### src/hw/instruction_cycle_sequencer_pkg.sv
// Shared constants and types for the instruction cycle sequencer
`default_nettype none
package instruction_cycle_sequencer_pkg;
   localparam int PHASE_W = 2;
   localparam logic [PHASE_W-1:0] LAST_PHASE = 2'h3;
   localparam int ADDR_W = 11;
   localparam int DATA_W = 8;
   localparam int BIT_W = 3;
   localparam int PCL_W = 8;
   localparam int STACK_DEPTH = 4;
   localparam int SP_W = 2;
   localparam int FLAG_W = 4;
   localparam int FLAG_Z = 0;
   localparam int FLAG_C = 1;
   localparam int FLAG_AC = 2;
   localparam int FLAG_OV = 3;
   localparam logic [ADDR_W-1:0] RESET_VECTOR = 11'h000;
   localparam logic [ADDR_W-1:0] PC_STEP = 11'h001;
   localparam logic [ADDR_W-1:0] SKIP_STEP = 11'h002;
   localparam logic [SP_W-1:0] SP_STEP = 2'h1;
   localparam logic [DATA_W-1:0] ONE_BYTE = 8'h01;
   localparam logic [DATA_W-1:0] ZERO_BYTE = 8'h00;
   localparam logic [4:0] NIBBLE_CARRY = 5'h10;
   localparam logic [FLAG_W-1:0] MASK_NONE = 4'h0;
   localparam logic [FLAG_W-1:0] MASK_Z = 4'h1;
   localparam logic [FLAG_W-1:0] MASK_C = 4'h2;
   localparam logic [FLAG_W-1:0] MASK_ARITH = 4'hF;

   typedef enum logic [4:0] {
      OP_NOP = 5'h00, OP_MOV_M_TO_W = 5'h01, OP_MOV_W_TO_M = 5'h02,
      OP_MOV_IMM = 5'h03, OP_ADD = 5'h04, OP_ADC = 5'h05,
      OP_SUB = 5'h06, OP_SBC = 5'h07, OP_AND = 5'h08,
      OP_OR = 5'h09, OP_XOR = 5'h0A, OP_CPL = 5'h0B,
      OP_INC = 5'h0C, OP_DEC = 5'h0D, OP_RR = 5'h0E,
      OP_RL = 5'h0F, OP_RRC = 5'h10, OP_RLC = 5'h11,
      OP_BIT_SET = 5'h12, OP_BIT_CLR = 5'h13, OP_SKIP_ZERO = 5'h14,
      OP_SKIP_BIT_SET = 5'h15, OP_SKIP_BIT_CLR = 5'h16, OP_JMP = 5'h17,
      OP_CALL = 5'h18, OP_RET = 5'h19, OP_INTERRUPT_BACK = 5'h1A,
      OP_TBL_RD = 5'h1B, OP_HALT = 5'h1C
   } op_t;
endpackage : instruction_cycle_sequencer_pkg
`default_nettype wire

### src/hw/alu_if.sv
// Request and answer signals between the sequencer and its data path
`timescale 1ns/1ns
`default_nettype none
interface alu_if;
   import instruction_cycle_sequencer_pkg::*;
   op_t op;
   logic [DATA_W-1:0] a;
   logic [DATA_W-1:0] b;
   logic cin;
   logic [BIT_W-1:0] bit_sel;
   logic dest_mem;
   logic [DATA_W-1:0] result;
   logic [FLAG_W-1:0] flags;
   logic [FLAG_W-1:0] flag_mask;
   logic wr;
   logic to_mem;
   logic skip;
   modport core (output op, a, b, cin, bit_sel, dest_mem,
      input result, flags, flag_mask, wr, to_mem, skip);
   modport dp (input op, a, b, cin, bit_sel, dest_mem,
      output result, flags, flag_mask, wr, to_mem, skip);
endinterface : alu_if
`default_nettype wire

### src/hw/byte_alu.sv
// Combinational data path: moves, arithmetic, logic, rotates, bit ops, tests
`timescale 1ns/1ns
`default_nettype none
module byte_alu
   import instruction_cycle_sequencer_pkg::*;
(
   alu_if.dp port
);
   logic [DATA_W:0] wide;
   logic [4:0] nib;
   logic [DATA_W-1:0] bit_one;
   logic [DATA_W-1:0] r;

   always_comb begin
      wide = '0;
      nib = '0;
      bit_one = ONE_BYTE << port.bit_sel;
      r = ZERO_BYTE;
      port.flag_mask = MASK_NONE;
      port.flags = '0;
      port.wr = 1'b1;
      port.to_mem = port.dest_mem;
      port.skip = 1'b0;
      unique case (port.op)
         OP_MOV_M_TO_W, OP_MOV_IMM: begin
            r = port.b;
            port.to_mem = 1'b0;
         end
         OP_MOV_W_TO_M: begin
            r = port.a;
            port.to_mem = 1'b1;
         end
         OP_ADD, OP_ADC: begin
            wide = {1'b0, port.a} + {1'b0, port.b} + {8'h00, port.op == OP_ADC && port.cin};
            nib = {1'b0, port.a[3:0]} + {1'b0, port.b[3:0]} + {4'h0, port.op == OP_ADC && port.cin};
            r = wide[DATA_W-1:0];
            port.flags[FLAG_C] = wide[DATA_W];
            port.flags[FLAG_AC] = nib >= NIBBLE_CARRY;
            port.flags[FLAG_OV] = (port.a[7] == port.b[7]) && (r[7] != port.a[7]);
            port.flag_mask = MASK_ARITH;
         end
         OP_SUB, OP_SBC: begin
            // Carry here means a borrow occurred
            wide = {1'b0, port.a} - {1'b0, port.b} - {8'h00, port.op == OP_SBC && port.cin};
            nib = {1'b0, port.a[3:0]} - {1'b0, port.b[3:0]} - {4'h0, port.op == OP_SBC && port.cin};
            r = wide[DATA_W-1:0];
            port.flags[FLAG_C] = wide[DATA_W];
            port.flags[FLAG_AC] = nib[4];
            port.flags[FLAG_OV] = (port.a[7] != port.b[7]) && (r[7] != port.a[7]);
            port.flag_mask = MASK_ARITH;
         end
         OP_AND, OP_OR, OP_XOR, OP_CPL: begin
            unique case (port.op)
               OP_AND: r = port.a & port.b;
               OP_OR: r = port.a | port.b;
               OP_XOR: r = port.a ^ port.b;
               default: r = ~port.b;
            endcase
            port.flag_mask = MASK_Z;
         end
         OP_INC, OP_DEC: begin
            r = (port.op == OP_INC) ? port.b + ONE_BYTE : port.b - ONE_BYTE;
            port.flag_mask = MASK_Z;
         end
         OP_RR: r = {port.b[0], port.b[7:1]};
         OP_RL: r = {port.b[6:0], port.b[7]};
         OP_RRC, OP_RLC: begin
            r = (port.op == OP_RRC) ? {port.cin, port.b[7:1]} : {port.b[6:0], port.cin};
            port.flags[FLAG_C] = (port.op == OP_RRC) ? port.b[0] : port.b[7];
            port.flag_mask = MASK_C;
         end
         OP_BIT_SET, OP_BIT_CLR: begin
            // Whole byte rewritten, only the chosen bit differs
            r = (port.op == OP_BIT_SET) ? port.b | bit_one : port.b & ~bit_one;
            port.to_mem = 1'b1;
         end
         OP_SKIP_ZERO, OP_SKIP_BIT_SET, OP_SKIP_BIT_CLR: begin
            port.wr = 1'b0;
            unique case (port.op)
               OP_SKIP_ZERO: port.skip = port.b == ZERO_BYTE;
               OP_SKIP_BIT_SET: port.skip = (port.b & bit_one) != ZERO_BYTE;
               default: port.skip = (port.b & bit_one) == ZERO_BYTE;
            endcase
         end
         default: port.wr = 1'b0;
      endcase
      port.result = r;
      port.flags[FLAG_Z] = r == ZERO_BYTE;
   end
endmodule : byte_alu
`default_nettype wire

### src/hw/instruction_cycle_sequencer.sv
// Instruction cycle sequencer: four-phase timing, one- or two-cycle execution
`timescale 1ns/1ns
`default_nettype none
module instruction_cycle_sequencer
   import instruction_cycle_sequencer_pkg::*;
(
   input wire logic clk,
   input wire logic rst,
   input wire op_t op,
   input wire logic [DATA_W-1:0] operand,
   input wire logic [BIT_W-1:0] bit_sel,
   input wire logic dest_mem,
   input wire logic dest_pcl,
   input wire logic [ADDR_W-1:0] target,
   input wire logic [DATA_W-1:0] prog_data,
   input wire logic wake,
   output logic [ADDR_W-1:0] prog_addr,
   output logic table_rd,
   output logic [PHASE_W-1:0] cycle_phase,
   output logic cycle_boundary,
   output logic exec_fire,
   output logic flush_slot,
   output logic mem_wr,
   output logic [DATA_W-1:0] mem_wr_data,
   output logic [DATA_W-1:0] acc,
   output logic [FLAG_W-1:0] status,
   output logic interrupt_return,
   output logic halted
);

   // ************************************************************
   // State
   // ************************************************************
   typedef struct packed {
      logic [PHASE_W-1:0] phase;
      logic [ADDR_W-1:0] pc;
      logic [ADDR_W-1:0] prog_addr;
      logic flush;
      logic tbl_pend;
      logic table_rd;
      logic halted;
      logic wake_meta;
      logic wake_sync;
      logic [SP_W-1:0] sp;
      logic [STACK_DEPTH-1:0][ADDR_W-1:0] stack;
      logic [DATA_W-1:0] acc;
      logic [FLAG_W-1:0] flags;
      logic mem_wr;
      logic [DATA_W-1:0] mem_wr_data;
      logic boundary;
      logic exec_fire;
      logic interrupt_back;
   } seq_state_t;

   seq_state_t st;
   seq_state_t next_st;
   logic [ADDR_W-1:0] next_pc;
   logic [SP_W-1:0] pop_sp;

   // ************************************************************
   // Data path
   // ************************************************************
   alu_if alu_bus ();

   assign alu_bus.op = op;
   assign alu_bus.a = st.acc;
   assign alu_bus.b = operand;
   assign alu_bus.cin = st.flags[FLAG_C];
   assign alu_bus.bit_sel = bit_sel;
   assign alu_bus.dest_mem = dest_mem;

   byte_alu u_alu (
      .port(alu_bus)
   );

   // ************************************************************
   // Next state
   // ************************************************************
   always_comb begin
      next_st = st;
      next_pc = st.pc + PC_STEP;
      pop_sp = st.sp - SP_STEP;
      next_st.mem_wr = 1'b0;
      next_st.boundary = 1'b0;
      next_st.exec_fire = 1'b0;
      next_st.interrupt_back = 1'b0;
      next_st.wake_meta = wake;
      next_st.wake_sync = st.wake_meta;
      next_st.phase = st.phase + 2'h1;
      if (st.phase == LAST_PHASE) begin
         next_st.boundary = 1'b1;
         if (st.halted) begin
            // Leave power-down only on a cycle edge so timing stays aligned
            if (st.wake_sync) begin
               next_st.halted = 1'b0;
            end
         end else if (st.tbl_pend) begin
            // Table byte is on the program port now; fetch pointer was kept
            next_st.acc = prog_data;
            next_st.tbl_pend = 1'b0;
            next_st.table_rd = 1'b0;
            next_st.prog_addr = st.pc;
         end else if (st.flush) begin
            // Prefetched word is stale after a transfer; this slot does nothing
            next_st.flush = 1'b0;
         end else begin
            next_st.exec_fire = 1'b1;
            unique case (op)
               OP_JMP: begin
                  next_pc = target;
                  next_st.flush = 1'b1;
               end
               OP_CALL: begin
                  next_st.stack[st.sp] = st.pc + PC_STEP;
                  next_st.sp = st.sp + SP_STEP;
                  next_pc = target;
                  next_st.flush = 1'b1;
               end
               OP_RET, OP_INTERRUPT_BACK: begin
                  next_st.sp = pop_sp;
                  next_pc = st.stack[pop_sp];
                  next_st.flush = 1'b1;
                  next_st.interrupt_back = op == OP_INTERRUPT_BACK;
               end
               OP_TBL_RD: begin
                  // Pointer page follows the current code page
                  next_st.tbl_pend = 1'b1;
                  next_st.table_rd = 1'b1;
               end
               OP_HALT: begin
                  next_st.halted = 1'b1;
               end
               OP_NOP: begin
                  next_st.exec_fire = 1'b1;
               end
               default: begin
                  if (alu_bus.wr && alu_bus.to_mem && dest_pcl) begin
                     // Low byte write acts as a jump within the page
                     next_pc = {st.pc[ADDR_W-1:PCL_W], alu_bus.result};
                     next_st.flush = 1'b1;
                  end else if (alu_bus.wr && alu_bus.to_mem) begin
                     next_st.mem_wr = 1'b1;
                     next_st.mem_wr_data = alu_bus.result;
                  end else if (alu_bus.wr) begin
                     next_st.acc = alu_bus.result;
                  end
                  next_st.flags = (st.flags & ~alu_bus.flag_mask)
                     | (alu_bus.flags & alu_bus.flag_mask);
                  if (alu_bus.skip) begin
                     next_pc = st.pc + SKIP_STEP;
                     next_st.flush = 1'b1;
                  end
               end
            endcase
            next_st.pc = next_pc;
            if (op == OP_TBL_RD) begin
               next_st.prog_addr = {st.pc[ADDR_W-1:PCL_W], operand};
            end else begin
               next_st.prog_addr = next_pc;
            end
         end
      end
      if (rst) begin
         next_st = '0;
         next_st.pc = RESET_VECTOR;
         next_st.prog_addr = RESET_VECTOR;
      end
   end

   // ************************************************************
   // Registers
   // ************************************************************
   always_ff @(posedge clk) begin
      st <= next_st;
   end

   // ************************************************************
   // Outputs
   // ************************************************************
   assign prog_addr = st.prog_addr;
   assign table_rd = st.table_rd;
   assign cycle_phase = st.phase;
   assign cycle_boundary = st.boundary;
   assign exec_fire = st.exec_fire;
   assign flush_slot = st.flush;
   assign mem_wr = st.mem_wr;
   assign mem_wr_data = st.mem_wr_data;
   assign acc = st.acc;
   assign status = st.flags;
   assign interrupt_return = st.interrupt_back;
   assign halted = st.halted;

endmodule : instruction_cycle_sequencer
`default_nettype wire

### config.mk
export PLATFORM = sky130hd
export DESIGN_NAME = instruction_cycle_sequencer
export DESIGN_NICKNAME = d
export VERILOG_FILES = /design/src/hw/instruction_cycle_sequencer_pkg.sv /design/src/hw/alu_if.sv /design/src/hw/byte_alu.sv /design/src/hw/instruction_cycle_sequencer.sv
export SDC_FILE = /design/constraint.sdc
export NUM_CORES = 1
export LEC_CHECK = 0
export ABC_AREA = 1
export BUFFER_PORTS_ARGS = -buffer_cell sky130_fd_sc_hd__buf_2
export CORE_MARGIN = 3
export CORE_UTILIZATION = 40
export DETAILED_ROUTE_END_ITERATION = 7
export GPL_TIMING_DRIVEN = 0
export MAX_ROUTING_LAYER = met4
export PLACE_DENSITY = 0.58
export SETUP_SLACK_MARGIN = 0.02
export SKIP_CTS_REPAIR_TIMING = 1
export SLEW_MARGIN = 20
export SYNTH_ARGS = -nofsm -noshare
export SYNTH_HDL_FRONTEND = slang
export SYNTH_SLANG_ARGS = --single-unit
### constraint.sdc
create_clock -name clk -period 7.1 [get_ports clk]
set_clock_uncertainty 0.2 [all_clocks]
set_input_delay 1.42 -clock clk [delete_from_list [all_inputs] [get_ports clk]]
set_output_delay 1.42 -clock clk [all_outputs]
set_load 0.05 [all_outputs]
==> results.yml <==
run_status:
  outcome: "finished clean"
yosys:
  avgSynthCellArea_sq_um: 6.26
  ys.flop_type: "dfxtp_1"
  synth_top_family_by_area: "simple AND/OR/NAND/NOR gates"
  yosys_warnings: 0
  synth_cells: 1286
  ys_seq_area_frac: 0.249
  synth_compound_area_frac: 0.209
  synth_cell_types: 48
  syn-num-nets: 1372
  ys_ff_latch: 100
  synthXorXnorAreaFrac: 0.0185
  async_flop_share: 0
  synth-edff-count: 0
  synthAdderAreaFrac: 0.0762
  yosys.area_share.simple: 0.311
  netlist_area_sq_um: 8040
  synth.area.mux_share: 0
layout:
  syn_to_final_growth_pct: 12.5
  design_area_sq_um: 9050
  antenna_cells: 0
  post-route-util: 0.462
  nets: 1457
  nFillCells: 2174
  final_common_cell: "nand2_1"
  stdcell_count: 1641
  final_cell_mix: "309 x nand2_1, 152 x inv_1, 137 x a21oi_1"
  drive_gt1_frac: 0.133
critical_path:
  worstSetupPathType: "in -> reg"
  rrSetupSlack_ps: 3680
  worst_r2r_endpoint: "prog_addr[4]$_SDFFE_PP0P_"
  critPathLaunch: "op[4]"
  r2r_cells: 13
  crit-reg2reg-launch: "st[68]$_SDFFE_PP0P_"
  crit_arrival_ps: 4650
  worstPathRequired_ps: 7120
  critPathLaunchType: "primary input"
  crit_path_max_fanout: 10
  worstSetupEndpointType: "flip-flop"
place:
  place_ws_ps: 2210
  gp_congestion: 0.953
  port-buffer-count: 74
  dp.final_hpwl_um: 22600
  dpl.cell_count: 1625
  dpl-instance-area_sq_um: 8750
pwr:
  internal_power_mw: 0.950
  power.total_mw: 1.44
  clkPwrFrac: 0.358
  peakVddDrop_v: 0.000118
  pwr-share-comb: 0.238
  p_per_area_nw_per_um2: 159
  swShare: 0.340
  p_seq_frac: 0.404
  p_leak_nw: 4.26
  switching_power_mw: 0.488
global_routing:
  grt_overflow_total: 0
  grt_max_degree: 18
  grt_pass1_wl_um: 46200
  grt_pass1_vias: 8103
  antenna_found_initial: 0
  track_usage: 0.274
sta:
  relSlewSlack: 0.494
  post-route-period-util: 0.652
  rsz0062_at_grt: "false"
  tns_ps: 0
  setup_slack_ps: 2470
  clock.fmax_ghz: 0.216
  hold_viol: 0
  setup_viol: 0
  tightestPinTransition_ps: 756
  hold_slack_ps: 203
  slew_violations: 0
  finalCriticalPeriod_ps: 4630
clock_tree:
  clockBufferDepth: 2
  clk_latency_ps: 360
  cts-buffers-inserted: 9
  clkSinkCount: 100
  root_buffer: "clkbuf_16"
  path_clk_slew_ps: 70
  h-tree-depth: 3
  cts_tree: "built"
detailed_routing:
  drc: 0
  avgRoutedWirePerCell_um: 18.0
  drt-total-wl_um: 29500
  num_vias: 8947
  ant_nets: 0
  drt_iter0_markers: 932
  firstDrtPassIters: 6
  vias_per_cell: 5.45
worst_hold_path:
  holdPathEnd: "st[70]$_SDFF_PP0_"
  hp-class: "reg -> reg"
  hp-start: "st[71]$_SDFF_PP0_"
  hold_depth: 2
floorplan:
  ios: 80
  start_util: 0.411
  die_height_um: 148
  row_count: 51
  die_w_um: 148
  die-area_sq_um: 21800
  coreArea_sq_um: 19600
run:
  maxCapViolations: 0
-- final cells by class --
type,count,area (sq um),share of cell area
timing repair buffer,74,370,0.0409
inverter,162,608,0.0672
clock buffer,10,229,0.0253
buffer,80,489,0.0541
clock inverter,6,71.3,0.00788
sequential,100,2000,0.221
tap,265,332,0.0367
multi-input combinational,944,4940,0.547
-- synth_stat cells (5+ instances only) --
| master | number | area share |
|---|---|---|
| buf_6 | 5 | 0.0070 |
| inv_2 | 8 | 0.0037 |
| buf_4 | 36 | 0.034 |
| o211ai_1 | 8 | 0.0075 |
| o21ai_0 | 127 | 0.079 |
| nand3b_1 | 6 | 0.0056 |
| a221oi_1 | 6 | 0.0065 |
| a31oi_1 | 6 | 0.0047 |
| nor2_1 | 102 | 0.048 |
| nand3_1 | 95 | 0.059 |
| dfxtp_1 | 100 | 0.25 |
| fa_1 | 5 | 0.012 |
| buf_2 | 13 | 0.0081 |
| o22ai_1 | 8 | 0.0062 |
| inv_1 | 152 | 0.071 |
| a22oi_1 | 6 | 0.0056 |
| a21oi_1 | 137 | 0.085 |
| nand4_1 | 17 | 0.013 |
| nor2_2 | 9 | 0.0070 |
| xor2_1 | 14 | 0.015 |
| nor3_1 | 5 | 0.0031 |
| ha_1 | 41 | 0.064 |
| clkbuf_1 | 25 | 0.012 |
| nand2_1 | 309 | 0.14 |
-- how the worst max path moves through the flow --
stage	cells past startpoint	slack, ps	end
detailed placement	22	2210	prog_addr[6]$_SDFFE_PP0P_
CTS	19	2570	prog_addr[3]$_SDFFE_PP0P_
finish	19	2470	prog_addr[3]$_SDFFE_PP0P_
floorplan	23	2960	prog_addr[6]$_SDFFE_PP0P_
global placement	19	2200	prog_addr[3]$_SDFFE_PP0P_
global route	22	2240	prog_addr[6]$_SDFFE_PP0P_
-- registers in the layout, summed over array words and instances (netlist names), named ones only --
| name | flops |
|---|---|
| cycle_boundary | 1 |
| table_rd | 1 |
| flush_slot | 1 |
| cycle_phase | 2 |
| acc | 8 |
| prog_addr | 11 |
| halted | 1 |
| interrupt_return | 1 |
| st | 60 |
| exec_fire | 1 |
| mem_wr | 1 |
| mem_wr_data | 8 |
-- routing by layer --
metal / wire length (um) / track usage / vias to the layer above / part of all wire
met4: 662 / 0.0619 / 0 / 0.022
met2: 12500 / 0.405 / 383 / 0.42
met3: 2290 / 0.0322 / 56 / 0.078
met1: 14100 / 0.402 / 4137 / 0.48
li1: - / - / 4371 / -
met5: 0 / - / - / 0
-- power by group through the flow --
stage | logic [mW] | clock network, mW | registers [mW]
3_5_place_dp | 0.334 | 0 | 0.593
5_1_grt | 0.377 | 0.540 | 0.582
4_1_cts | 0.335 | 0.519 | 0.580
3_3_place_gp | 0.332 | 0 | 0.594
6_report | 0.342 | 0.515 | 0.581
2_1_floorplan | 0.231 | 0 | 0.592
-- worst max-delay path, stage by stage --
cell and delay [ps]:
buf_2 150, buf_2 200, nor2_1 360, nand3_1 150, fa_1 460, ha_1 310
nand2_1 70, nand3_1 160, nand2_1 70, nand3_1 150, nand2_1 110, nor3_1 450
nand3_1 160, nand3_1 100, nand2_1 70, nand3_1 70, nand2_1 60, nand2_1 70
a21oi_1 60
-- cells by family (layout without fill, tap and decap cells) --
kind of cell	after synthesis	count (layout)
and+or+nand+nor	569	569
xor gates and xnor gates	17	17
DFF	100	100
adders and majority gates	46	46
buffers and inverters	242	332
AOI/OAI and AO/OA	312	312
Power figures use the tool's default switching activity.
